`config.mk`:
```
export PLATFORM = sky130hd
export DESIGN_NAME = pfc_counters
export DESIGN_NICKNAME = d
export VERILOG_FILES = /design/src/rtl/pfc_pkg.sv /design/src/rtl/pfc_counters.sv /design/src/rtl/pfc_usec_tick.sv
export VERILOG_INCLUDE_DIRS = /design/src /design/src/rtl
export SDC_FILE = /design/constraint.sdc
export NUM_CORES = 1
export LEC_CHECK = 0
export BUFFER_PORTS_ARGS = -buffer_cell sky130_fd_sc_hd__buf_4
export CAP_MARGIN = 40
export CORE_ASPECT_RATIO = 0.7
export CORE_UTILIZATION = 53
export CTS_CLUSTER_SIZE = 20
export DETAILED_ROUTE_END_ITERATION = 10
export PLACE_DENSITY = 0.76
export SLEW_MARGIN = 20
export SYNTH_ARGS = -nofsm -noshare
export SYNTH_HDL_FRONTEND = slang
export SYNTH_SLANG_ARGS = --single-unit
```
`constraint.sdc`:
```
create_clock -name core_clk -period 2.9 [get_ports core_clk]
set_input_delay 0.29 -clock core_clk [delete_from_list [all_inputs] [get_ports core_clk]]
set_output_delay 0.29 -clock core_clk [all_outputs]
set_load 0.02 [all_outputs]
```
`src/rtl/pfc_params.svh`:
```
`ifndef PFC_PARAMS_SVH
`define PFC_PARAMS_SVH

// Register byte addresses
`define PFC_ADDR_W 20
`define PFC_OFF_PIPE_OUTPUT_CONFIG 20'h70008
`define PFC_OFF_FRAME_TOTAL 20'h70040
`define PFC_OFF_FLIP_TOTAL 20'h70044
`define PFC_OFF_FRAME_CAPTURE_TIME 20'h70048
`define PFC_OFF_FLIP_CAPTURE_TIME 20'h7004C
`define PFC_OFF_ELAPSED_MICROSECONDS 20'h70070

// Reset values
`define PFC_RST_WORD 32'h00000000
`define PFC_RST_DEPTH 3'h0
`define PFC_RST_DITHER 1'h0
`define PFC_RST_DITHER_TYPE 2'h0

// Output config field positions
`define PFC_CFG_DEPTH_HI 7
`define PFC_CFG_DEPTH_LO 5
`define PFC_CFG_DITHER_BIT 4
`define PFC_CFG_TYPE_HI 3
`define PFC_CFG_TYPE_LO 2
`define PFC_DEPTH_RSVD_BIT 2

// Colour depth codes and bit counts
`define PFC_DEPTH_CODE_8 3'h0
`define PFC_DEPTH_CODE_10 3'h1
`define PFC_DEPTH_CODE_6 3'h2
`define PFC_DEPTH_CODE_12 3'h3
`define PFC_BITS_8 4'h8
`define PFC_BITS_10 4'hA
`define PFC_BITS_6 4'h6
`define PFC_BITS_12 4'hC
`define PFC_BITS_NONE 4'h0

// Dither type codes
`define PFC_DITHER_CODE_SPATIAL 2'h0
`define PFC_DITHER_CODE_ST_ONE 2'h1

// Microsecond timing
`define PFC_CLK_PERIOD_NS 10
`define PFC_US_NS 1000
`define PFC_CNT_W 10
`define PFC_CYCLES_PER_US_DFLT 10'(`PFC_US_NS / `PFC_CLK_PERIOD_NS)

`endif

```
`src/rtl/pfc_pkg.sv`:
```
package pfc_pkg;
  `include "pfc_params.svh"

  typedef enum logic [2:0] {
    PFC_DEPTH_8 = `PFC_DEPTH_CODE_8,
    PFC_DEPTH_10 = `PFC_DEPTH_CODE_10,
    PFC_DEPTH_6 = `PFC_DEPTH_CODE_6,
    PFC_DEPTH_12 = `PFC_DEPTH_CODE_12
  } pfc_depth_t;

  typedef enum logic [1:0] {
    PFC_DITHER_SPATIAL = `PFC_DITHER_CODE_SPATIAL,
    PFC_DITHER_SPATIO_TEMPORAL_ONE = `PFC_DITHER_CODE_ST_ONE
  } pfc_dither_t;

  typedef struct packed {
    logic [31:0] frameTotal;
    logic [31:0] flipTotal;
    logic [31:0] frameStamp;
    logic [31:0] flipStamp;
    logic [31:0] elapsed;
    logic [2:0] cfgDepth;
    logic cfgDither;
    logic [1:0] cfgType;
    pfc_depth_t activeDepth;
    logic [3:0] activeBits;
    logic [31:0] rdData;
    logic rdValid;
  } pfc_state_t;

  typedef struct packed {
    logic [`PFC_CNT_W-1:0] cnt;
    logic tick;
  } pfc_tick_state_t;

  function automatic logic pfcDepthValid(input logic [2:0] code);
    return !code[`PFC_DEPTH_RSVD_BIT];
  endfunction

  function automatic logic [3:0] pfcDepthBits(input logic [2:0] code);
    logic [3:0] bits;
    case (code)
      `PFC_DEPTH_CODE_8: bits = `PFC_BITS_8;
      `PFC_DEPTH_CODE_10: bits = `PFC_BITS_10;
      `PFC_DEPTH_CODE_6: bits = `PFC_BITS_6;
      `PFC_DEPTH_CODE_12: bits = `PFC_BITS_12;
      default: bits = `PFC_BITS_NONE;
    endcase
    return bits;
  endfunction

  function automatic logic [1:0] pfcFlipCount(input logic a, input logic b, input logic c);
    return 2'({1'b0, a} + {1'b0, b} + {1'b0, c});
  endfunction

  function automatic logic pfcDitherValid(input logic [1:0] code);
    return (code == `PFC_DITHER_CODE_SPATIAL) || (code == `PFC_DITHER_CODE_ST_ONE);
  endfunction
endpackage

```
`src/rtl/pfc_counters.sv`:
```
`timescale 1ns/100ps
`include "pfc_params.svh"

// Summary of operation
// Three-bit code selects 8/10/6/12 bits colour
// New colour depth applied only at vblank
// Depth change needs no pixel clock change
// Software enables dithering on depth mismatch
// Dithering only while dither bit is set
// Two-bit code: spatial or spatio-temporal dither
// Frame counter increments each vblank, wraps
// Flip counter increments each primary flip, wraps
// Vblank captures microsecond counter into stamp
// Flip captures microsecond counter into stamp
// Microsecond rate follows actual clock frequency
// Elapsed counter advances once per microsecond
// Any write clears elapsed counter to zero
// Graphics soft reset keeps elapsed counter
module pfc_counters (
  input wire logic core_clk,
  input wire logic rst,
  input wire logic softRst,
  input wire logic vblankStart,
  input wire logic asyncFlip,
  input wire logic syncFlip,
  input wire logic surfAddrWrite,
  input wire logic [`PFC_CNT_W-1:0] clkCyclesPerUs,
  input wire logic regWrEn,
  input wire logic regRdEn,
  input wire logic [`PFC_ADDR_W-1:0] regAddr,
  input wire logic [31:0] regWrData,
  output logic [31:0] regRdData,
  output logic regRdValid,
  output pfc_pkg::pfc_depth_t outDepthCode,
  output logic [3:0] outDepthBits,
  output logic ditherActive,
  output pfc_pkg::pfc_dither_t ditherType
);
  import pfc_pkg::*;

  pfc_state_t s_r;
  pfc_state_t s_nxt;
  logic usTick;
  logic [1:0] flipCnt;
  logic wrElapsed;
  logic wrConfig;

  pfc_usec_tick u_tick (
    .core_clk(core_clk),
    .rst(rst),
    .cyclesPerUs(clkCyclesPerUs),
    .usTick(usTick)
  );

  assign flipCnt = pfcFlipCount(asyncFlip, syncFlip, surfAddrWrite);
  assign wrElapsed = regWrEn && (regAddr == `PFC_OFF_ELAPSED_MICROSECONDS);
  assign wrConfig = regWrEn && (regAddr == `PFC_OFF_PIPE_OUTPUT_CONFIG);

  always_comb begin
    s_nxt = s_r;
    s_nxt.rdValid = 1'b0;

    // Elapsed time: soft reset has no effect here
    if (usTick) begin
      s_nxt.elapsed = s_r.elapsed + 32'h00000001;
    end
    if (wrElapsed) begin
      s_nxt.elapsed = `PFC_RST_WORD;
    end

    if (softRst) begin
      s_nxt.frameTotal = `PFC_RST_WORD;
      s_nxt.flipTotal = `PFC_RST_WORD;
      s_nxt.frameStamp = `PFC_RST_WORD;
      s_nxt.flipStamp = `PFC_RST_WORD;
      s_nxt.cfgDepth = `PFC_RST_DEPTH;
      s_nxt.cfgDither = `PFC_RST_DITHER;
      s_nxt.cfgType = `PFC_RST_DITHER_TYPE;
      s_nxt.activeDepth = pfc_depth_t'(`PFC_RST_DEPTH);
      s_nxt.activeBits = pfcDepthBits(`PFC_RST_DEPTH);
    end else begin
      if (vblankStart) begin
        s_nxt.frameTotal = s_r.frameTotal + 32'h00000001;
        s_nxt.frameStamp = s_r.elapsed;
        // Pending depth goes live; reserved codes are not applied
        if (pfcDepthValid(s_r.cfgDepth)) begin
          s_nxt.activeDepth = pfc_depth_t'(s_r.cfgDepth);
          s_nxt.activeBits = pfcDepthBits(s_r.cfgDepth);
        end
      end
      if (flipCnt != 2'h0) begin
        s_nxt.flipTotal = s_r.flipTotal + 32'(flipCnt);
        s_nxt.flipStamp = s_r.elapsed;
      end
      if (wrConfig) begin
        s_nxt.cfgDepth = regWrData[`PFC_CFG_DEPTH_HI:`PFC_CFG_DEPTH_LO];
        s_nxt.cfgDither = regWrData[`PFC_CFG_DITHER_BIT];
        s_nxt.cfgType = regWrData[`PFC_CFG_TYPE_HI:`PFC_CFG_TYPE_LO];
      end
    end

    // Register read, answered one cycle later
    if (regRdEn) begin
      s_nxt.rdValid = 1'b1;
      s_nxt.rdData = `PFC_RST_WORD;
      case (regAddr)
        `PFC_OFF_PIPE_OUTPUT_CONFIG: begin
          s_nxt.rdData[`PFC_CFG_DEPTH_HI:`PFC_CFG_DEPTH_LO] = s_r.cfgDepth;
          s_nxt.rdData[`PFC_CFG_DITHER_BIT] = s_r.cfgDither;
          s_nxt.rdData[`PFC_CFG_TYPE_HI:`PFC_CFG_TYPE_LO] = s_r.cfgType;
        end
        `PFC_OFF_FRAME_TOTAL: s_nxt.rdData = s_r.frameTotal;
        `PFC_OFF_FLIP_TOTAL: s_nxt.rdData = s_r.flipTotal;
        `PFC_OFF_FRAME_CAPTURE_TIME: s_nxt.rdData = s_r.frameStamp;
        `PFC_OFF_FLIP_CAPTURE_TIME: s_nxt.rdData = s_r.flipStamp;
        `PFC_OFF_ELAPSED_MICROSECONDS: s_nxt.rdData = s_r.elapsed;
        default: s_nxt.rdData = `PFC_RST_WORD;
      endcase
    end
  end

  always_ff @(posedge core_clk) begin
    if (rst) begin
      s_r.frameTotal <= `PFC_RST_WORD;
      s_r.flipTotal <= `PFC_RST_WORD;
      s_r.frameStamp <= `PFC_RST_WORD;
      s_r.flipStamp <= `PFC_RST_WORD;
      s_r.elapsed <= `PFC_RST_WORD;
      s_r.cfgDepth <= `PFC_RST_DEPTH;
      s_r.cfgDither <= `PFC_RST_DITHER;
      s_r.cfgType <= `PFC_RST_DITHER_TYPE;
      s_r.activeDepth <= pfc_depth_t'(`PFC_RST_DEPTH);
      s_r.activeBits <= `PFC_BITS_8;
      s_r.rdData <= `PFC_RST_WORD;
      s_r.rdValid <= 1'b0;
    end else begin
      s_r <= s_nxt;
    end
  end

  assign regRdData = s_r.rdData;
  assign regRdValid = s_r.rdValid;
  assign outDepthCode = s_r.activeDepth;
  assign outDepthBits = s_r.activeBits;
  // Reserved dither codes disable dithering
  assign ditherActive = s_r.cfgDither && pfcDitherValid(s_r.cfgType);
  assign ditherType = pfc_dither_t'(s_r.cfgType);
endmodule

```
`src/rtl/pfc_usec_tick.sv`:
```
`timescale 1ns/100ps
`include "pfc_params.svh"

module pfc_usec_tick (
  input wire logic core_clk,
  input wire logic rst,
  input wire logic [`PFC_CNT_W-1:0] cyclesPerUs,
  output logic usTick
);
  import pfc_pkg::*;

  pfc_tick_state_t s_r;
  pfc_tick_state_t s_nxt;
  logic [`PFC_CNT_W-1:0] limit;

  // Zero means the nominal core clock rate
  assign limit = (cyclesPerUs == '0) ? `PFC_CYCLES_PER_US_DFLT : cyclesPerUs;

  always_comb begin
    s_nxt = s_r;
    // Period follows the programmed clock rate
    if (s_r.cnt >= limit - `PFC_CNT_W'(1)) begin
      s_nxt.cnt = '0;
      s_nxt.tick = 1'b1;
    end else begin
      s_nxt.cnt = s_r.cnt + `PFC_CNT_W'(1);
      s_nxt.tick = 1'b0;
    end
  end

  always_ff @(posedge core_clk) begin
    if (rst) begin
      s_r <= '0;
    end else begin
      s_r <= s_nxt;
    end
  end

  assign usTick = s_r.tick;
endmodule

```
== Yosys cells after proc, flatten, opt, wreduce, memory -nomap -nowiden ==
Cells that the tools add are included.
Operators by class
  equal/unequal tests: 10
  add/sub/neg operators: 7
  mux-type cells: 7
  bitwise operators: 1
  reductions and logical operators: 12
  magnitude comparators: 1
Operator list (count)
  20-bit by 19-bit equality test with 1-bit output, second input constant: 6
  24-bit one-hot mux with 5 select lines: 1
  32-bit by 1-bit adder with 32-bit output, second input constant: 2
  6-bit one-hot mux with 6 select lines: 1
  32-bit by 2-bit adder with 32-bit output: 1
  4-bit one-hot mux with 4 select lines: 1
  10-bit by 1-bit adder with 10-bit output, second input constant: 1
  10-bit >= comparator: 1
  10-bit logical NOT: 1
  10-bit 2-to-1 mux: 1
  2-bit one-hot mux with 5 select lines: 1
  10-bit by 1-bit subtractor with 10-bit output, second input constant: 1
  3-bit by 2-bit equality test with 1-bit output, second input constant: 2
  2-bit OR reduction: 3
  3-bit by 1-bit equality test with 1-bit output, second input constant: 1
  1-bit logical AND: 3
  3-bit logical NOT: 1
  1-bit by 1-bit adder with 2-bit output: 1
  2-bit by 1-bit adder with 2-bit output: 1
  2-bit by 1-bit equality test with 1-bit output, second input constant: 1
  2-bit logical NOT: 1
  1-bit 2-to-1 mux: 2
  2-bit AND reduction: 1
  2-bit nonzero test: 1
  other kinds (2): 2
Word-level totals
  register bits: 216
  output and inout port bits: 43
  input port bits: 71
  word-level logic and storage cells: 52

== Logic depth before layout (Yosys ltp) ==
Gate-level depths: netlist of run 1.
  depth in word-level cells: 5
  mapped depth: 13
  gate-level depth less buffers: 12

== By module ==
From an unflattened synthesis of run 1, not the netlist that was laid out.
Second synthesis, totals
  cell total of the unflattened synthesis: 1245
  area total of the unflattened synthesis: 10802.9 µm²
By module, submodules not included
  pfc_counters: times used 1, cells an instance 1142, seq. area each 4083.9 µm², area each 9940.8 µm²
  pfc_usec_tick: times used 1, cells an instance 103, seq. area each 220.2 µm², area each 862.1 µm²

== Least setup slack after synthesis of run 1 ==
Ideal clock, no wire load.
  path type: input to register
  from: input port clkCyclesPerUs[0]
  to: register u_tick.s_r[10] (netlist bit)
  data arrival time: 2.760 ns
  library setup time: 0.065 ns
  stages: 13
  required time: 2.835 ns
  slack: 0.075 ns
  buffers on the path: 1
  cells stage by stage: inv_1 -> ha_1 -> nor4b_1 -> nor4b_1 -> nor2_1 -> nand2_1 -> xor2_1 -> ha_1 -> a211oi_1 -> o211ai_1 -> a211o_1 -> clkbuf_1 -> nor2_1
On the way
  cells in the longest elaborated chain, start to end: 5
RTL lines
  start, declared: line pfc_counters.sv:27  | input wire logic [`PFC_CNT_W-1:0] clkCyclesPerUs,
  10-bit logical NOT: line pfc_usec_tick.sv:17  | assign limit = (cyclesPerUs == '0) ? `PFC_CYCLES_PER_US_DFLT : cyclesPerUs;
  10-bit 2-to-1 mux (*): line pfc_usec_tick.sv:17
  10-bit by 1-bit subtractor with 10-bit output (*): line pfc_usec_tick.sv:22  | if (s_r.cnt >= limit - `PFC_CNT_W'(1)) begin
  10-bit >= comparator (*): line pfc_usec_tick.sv:22
  2-bit OR reduction (no source line) (*)
  end signal, assigned: line pfc_usec_tick.sv:35  | s_r <= s_nxt;
  end, declared: line pfc_usec_tick.sv:12  | pfc_tick_state_t s_r;
Every way passes the cells marked *; elsewhere a longest branch is shown, timed or not.
A chain may end at the register's enable or synchronous reset.

== Worst setup path after layout of run 1 ==
  from: input port clkCyclesPerUs[0]
  to: register u_tick.s_r[7] (netlist bit)
The elaborated chain is that of the path after synthesis.

==> reports/summary.txt, run 1 <==
min Tclk post-route: 2.449 ns
Worst R2R Path Depth: 5
routed vias: 8,721
initial antenna violation count: 0
die height: 120.3 um
CP arrival: 2.88 ns
fill count: 1,665
Setup-failing EPs final: 0
FF-to-FF End: s_r[171]
hold_ws: 0.02407 ns
CTS tree: done
largest net degree at the start of global routing: 66
number of global-route vias before repair: 8,080
EDFF count, synth: 0
Setup CP Type: in -> reg
commonest non-fill, non-tap cell in the layout: dfxtp_1
nets: 1,314
die area: 20,580 um2
drt drc: 0
antenna cells: 0
GP Congestion: 0.9113
Power per Cell Area: 506.2 nW/um2
final core occ: 61.13%
cell area after synthesis: 10,600 um2
Die W: 171.0 um
syn_area_per_cell: 8.796 um2
average wire per standard cell: 17.97 um
Max-cap violations: 0
Final TNS setup: 0 ns
Synth area leaders: dfxtp_1 (41%), nor2_1 (6.8%), mux2i_1 (5.9%), xnor2_1 (5.0%), nand2_1 (4.6%)
CP max FO: 10
status: completed
CP endpoint: u_tick.s_r[7]
total grt overflow: 0
number of placed instances, taps included: 1,466
f_max: 408.4 MHz
Critical Path Start Type: input port
CP Capture Type: register
Seq/Total Area, Yosys: 40.61%
# IOs: 114
Area Overhead vs Synth: 10.93%
fin crit share: 84.44%
Initial Utilization: 55.11%
Hold WC Path Type: in -> reg
post-synth top area cell: dfxtp_1
initial drt markers: 923
std cell rows: 42
Pwr Total: 5.951 mW
area of the multi-input gates: 5593 um2
unrepaired setup endpoints after global routing: false
commonest non-fill, non-tap cells in the layout: dfxtp_1 (215), nor2_1 (190), nand2_1 (130)
Worst Clk Skew: 0.01198 ns
share of layout cells above drive strength 1: 15.90%
max-slew violation total from the final report: 0
H-tree depth: 1
final wirelength: 26,890 um
Static Leakage: 4.084 nW
Critical Path Source: clkCyclesPerUs[0]
main flop type after synthesis: dfxtp_1
setup repair bufs after CTS: 0
Worst-path clk slew: 0.06 ns
number of port buffers: 85
Core Area: 19,230 um2
CTS sink cnt: 215
Non-Filler Instances: 1,497
GRT Total Usage: 26.85%
clk_lat worst skew: 0.50 ns
Clk Tree Root Cell: clkbuf_16
R2R Setup Slk: 0.56 ns
Via density: 5.826
relative slew slack: 47.11%
Async SR Flop Fraction: 0%
worst hold start: regWrData[6]
DP HPWL: 18,900 um
Yosys Warn Count: 0
Max VDD drop: 0.3595 mV
Cells after Synth: 1,205
FF/Latch Area: 4304 um2
R2R Path Start: s_r[152]
Pre-antenna DRT Iters: 5
proportion of netlist area held by the largest area contributor: 40.61%
WP data required: 3.33 ns
flops & latches, synth: 215
TritonCTS buffer count: 21
Worst Tran Pin Value: 0.7933 ns
Antenna Nets Post-Route: 0
CTS Buffer Depth: 3
final count of hold timing violations: 0
hold_buf cts: 0
global-route wire length before repair: 43,580 um
Yosys cell types: 60
[metrics by stage]
stage               setup WS, ns  instance area (um2)
floorplan                0.07460                10600
global placement        -0.01314                11150
detailed placement       -0.1305                11150
CTS                       0.3693                11750
global route              0.1350                11760
finish                    0.4512                11760
[power breakdown]
part           internal [mW]  switching, mW  total, mW  leakage (nW)
clock network           1.39           1.09       2.49         0.290
logic                  0.176          0.281      0.457          2.06
registers               2.98         0.0242       3.01          1.74
[cells in the mapped netlist, drive strengths merged (27+ instances only)]
library cell and instances:
a211oi 30, a21oi 55, a22oi 29, buf 66, clkbuf 50, dfxtp 215, mux2i 63, nand2 131
nand3 31, nor2 191, nor3 27, xnor2 61, xor2 37
[timing repair]
item                                   4_1_cts  5_1_grt
gates resized for setup                      0        1
endpoints found under the hold margin        0        0
setup endpoints to repair                    0        2
[critical path, stage by stage]
cell and delay (ns):
buf_4 0.11, inv_1 0.05, ha_1 0.17, nor4b_2 0.25, nor4b_1 0.27, buf_4 0.18
nor2_1 0.05, nand2_1 0.08, xor2_1 0.19, ha_1 0.27, a211oi_1 0.24, o211ai_1 0.15
a211o_1 0.45, nor2_1 0.15
[how the worst min path moves through the flow]
stage                     to  slack [ns]  depth (start not counted)
3_5_place_dp        s_r[101]        0.44                          2
4_1_cts              s_r[42]        0.02                          3
3_3_place_gp        s_r[101]        0.44                          2
5_1_grt        ditherType[0]        0.05                          3
2_1_floorplan        s_r[98]        0.43                          2
6_report             s_r[44]        0.02                          3
[layer usage]
layer  wire, um  GRT usage (%)  vias to the layer above
met4        265          3.906                        0
met5          0              0                        -
met1      12970          42.45                     4140
met2      10820          37.42                      372
met3       2837          5.565                       22
li1           -              -                     4187
[sequential cells by signal, summed over array words and instances (netlist names)]
signal,flops
ditherType,2
outDepthBits,3
outDepthCode,2
regRdData,32
regRdValid,1
s_r,164
u_tick.s_r,10
u_tick.usTick,1
[final cells by class]
cell class,instances,area share [%]
clock buffers,29,4.980
clock inverters,2,0.1064
repair buffers,112,7.258
inverters,21,0.6704
multi-input cells,854,47.57
flip-flops and latches,215,36.61
well taps,264,2.809
[cells by family after synthesis]
logic type	after synthesis	synth area share (%)
xor gates and xnor gates	98	8.098
AOI/OAI and AO/OA	165	11.24
adders and majority gates	18	2.267
and+or+nand+nor	495	22.49
muxes	76	8.500
DFF	215	40.61
buffers and inverters	137	6.764
other	1	0.03538
(Power assumes the default switching activity.)
==> inputs of run 2 (changes only) <==
Settings changed: ABC_AREA set to 1, CORE_UTILIZATION 53 to 54, PLACE_DENSITY 0.76 to 0.77.
Clock period 2.9 ns to 2.1 ns, I/O delays scaled along.
==> run 2 against run 1 <==
Compared with the run above:
- clock power grew 69%
- combinational power grew 59%
- clock skew rose by 0.012 ns
- sequential share of layout area is 4.8 points lower
==> reports/summary.txt, run 2 <==
status: completed
initial antenna violation count: 0 (unchanged)
Area Overhead vs Synth: 14.74%
final count of hold timing violations: 0 (unchanged)
largest net degree at the start of global routing: 100 (+52%)
die height: 125.6 um (+4.4%)
number of port buffers: 85 (unchanged)
largest family of logic cells by synthesized area: simple AND/OR/NAND/NOR gates
Post-Synth XOR/XNOR Area: 2.453% (-5.6 points)
Non-Filler Instances: 2,110 (+41%)
Max VDD drop: 0.5853 mV (+63%)
max-slew violation total from the final report: 0 (unchanged)
final wirelength: 34,250 um (+27%)
Final TNS setup: 0 ns (unchanged)
Initial Utilization: 55.89% (+0.78 points)
Pre-antenna DRT Iters: 6 (+1)
drt drc: 0 (unchanged)
number of global-route vias before repair: 10,270 (+27%)
WP data required: 2.56 ns (-0.77 ns)
global-route wire length before repair: 53,660 um (+23%)
Antenna Nets Post-Route: 0 (unchanged)
# IOs: 114 (unchanged)
Max-cap violations: 0 (unchanged)
Core Area: 21,090 um2 (+9.6%)
most flop-heavy register: s_r
CP max stage delay: 0.32 ns (-0.13 ns)
Hold WC Path Type: in -> reg
Critical Path Start Type: input port
DP Worst Slack: -0.5250 ns (-0.3945 ns)
Static Leakage: 5.137 nW (+26%)
area share of fa/ha/maj cells after synthesis: 2.039% (-0.23 points)
CP arrival: 2.52 ns (-0.36 ns)
Synth area leaders: dfxtp_1 (37%), nand2_1 (10%), nor2_1 (7.4%), o21ai_0 (7.1%), inv_1 (6.8%)
flops & latches, synth: 215 (unchanged)
hold_ws: 0.01727 ns (-0.006793 ns)
fill count: 1,889 (+13%)
Power per Cell Area: 675.9 nW/um2 (+34%)
fin crit share: 97.99%
GRT Total Usage: 30.03% (+3.2 points)
CTS sink cnt: 215 (unchanged)
slowest CP cell: or2_4
average wire per standard cell: 16.23 um (-9.7%)
Worst Tran Pin Value: 0.5621 ns (-0.2312 ns)
Cells after Synth: 1,763 (+46%)
Yosys Warn Count: 0 (unchanged)
min Tclk post-route: 2.058 ns
cell area after synthesis: 11,780 um2 (+11%)
antenna cells: 0 (unchanged)
routed vias: 11,770 (+35%)
GP Congestion: 0.9745 (+6.9%)
main flop type after synthesis: dfxtp_1
commonest non-fill, non-tap cell in the layout: nand2_1
Setup CP Type: in -> reg
nets: 1,909 (+45%)
f_max: 485.9 MHz
Die W: 178.6 um (+4.4%)
unrepaired setup endpoints after global routing: true
EDFF count, synth: 0 (unchanged)
number of placed instances, taps included: 2,064 (+41%)
H-tree depth: 1 (unchanged)
Setup-failing EPs final: 0 (unchanged)
Buffers & Inverters on Critical Path: 4 (+1)
total grt overflow: 0 (unchanged)
CP delay by family, top: simple AND/OR/NAND/NOR gates
CP Cell Sequence: buf_12 -> inv_12 -> ha_4 -> inv_4 -> nor3_4 -> nand4_4 -> nand3_4 -> inv_2 -> nand3_2 -> xor2_2 -> ha_1 -> a21oi_2 -> o21ai_1 -> nand2_1 -> nand4_1 -> or2_4 -> nor2_1
clk_lat worst skew: 0.52 ns (+0.02 ns)
TritonCTS buffer count: 22 (+4.8%)
most frequent cells after synthesis: nand2_1 (324), nor2_1 (233), dfxtp_1 (215), inv_1 (215), o21ai_0 (167)
syn_area_per_cell: 6.684 um2 (-24%)
Critical Path Source: clkCyclesPerUs[1]
std cell rows: 44 (+4.8%)
commonest non-fill, non-tap cells in the layout: nand2_1 (323), nor2_1 (231), dfxtp_1 (215)
Yosys cell types: 42 (-30%)
mux contribution to synthesized area: 0% (-8.5 points)
Via density: 5.578 (-4.3%)
share of layout cells above drive strength 1: 13.41% (-2.5 points)
count leader, synth: nand2_1
Clk Tree Root Cell: clkbuf_16
relative slew slack: 62.53% (+15 points)
post-synth top area cell: dfxtp_1
Worst Clk Skew: 0.02378 ns (+0.01180 ns)
DP HPWL: 24,370 um (+29%)
final setup margin: 0.04211 ns (-0.4090 ns)
initial drt markers: 1,287 (+39%)
Largest register FFs: 164 (unchanged)
proportion of netlist area held by the largest area contributor: 36.53% (-4.1 points)
die area: 22,430 um2 (+9.0%)
post-synthesis simple-gate area fraction: 31.41% (+8.9 points)
R2R Path Start: s_r[46]
Worst-path clk slew: 0.06 ns (about the same)
CP Capture Type: register
CTS Buffer Depth: 3 (unchanged)
CTS tree: done
CP max FO: 5 (-5)
Async SR Flop Fraction: 0% (unchanged)
worst hold start: regWrData[5]
Seq/Total Area, Yosys: 36.53% (-4.1 points)
Compound-Gate Fraction of Synth Area: 15.24% (+4.0 points)
run 2: changes by cell type after synthesis, sizes merged, moves of 85 or more:
cell	change
a21oi	+99
nand2	+203
nand3	+85
o21ai	+175
inv	+202
run 2: path summary, 6_finish.rpt:
kind | to | slack, ns | cells past startpoint
min | s_r[43] | 0.02 | 3
max reg2reg | s_r[74] | 0.16 | 8
max | u_tick.s_r[2] | 0.04 | 17
min reg2reg | s_r[96] | 0.45 | 2
run 2: logic make-up after synthesis:
logic type | count (synthesis)
other cells | 1
compound gates | 354
fa+ha+maj | 18
flops | 215
simple gates | 814
xor+xnor | 33
buf+inv | 328
run 2: area by class of cell:
type	instances	area (um2)	share of cell area, %
inverter	224	860.8	6.367
tap	276	345.3	2.554
timing repair buffer	134	1089	8.051
clock inverter	11	138.9	1.027
clock buffer	27	630.6	4.664
sequential	215	4304	31.83
multi-input combinational	1223	6152	45.50
run 2: what timing repair did:
item                                    in CTS  in global routing
gates resized for setup                      1                 14
endpoints found under the hold margin        5                  0
pin swaps                                    0                  7
gates cloned                                 0                  2
endpoints found under the setup margin       1                 11
buffers inserted                             0                  1
hold buffers                                 5                  0
run 2: worst min-delay path, delay by kind of cell:
family,cells,cell delay [ns]
AOI/OAI and AO/OA,2,0.19
buffers and inverters,1,0.07
run 2: per-stage QoR:
stage	area, um2	power, mW	utilization (%)
6_report	13520	9.139	64.12
5_1_grt	13520	9.410	64.12
4_1_cts	13430	9.145	63.71
3_5_place_dp	12610	4.986	59.79
3_3_place_gp	12610	4.969	59.79
2_1_floorplan	11860	4.746	-
run 2: per-layer routing:
metal	global-route usage [%]	wire [um]	up-vias	share of wire, %
met2	43.87	13910	573	41
met3	5.961	3539	62	10
met5	0	0	-	0
met1	44.55	15890	5361	46
li1	-	-	5773	-
met4	8.026	901	0	2.6
run 2: power by group:
| part | total (mW) | internal [mW] | switching [mW] |
|---|---|---|---|
| logic | 0.728 | 0.272 | 0.456 |
| registers | 4.21 | 4.16 | 0.0480 |
| clock network | 4.20 | 2.50 | 1.70 |
| total | 9.14 | 6.93 | 2.21 |
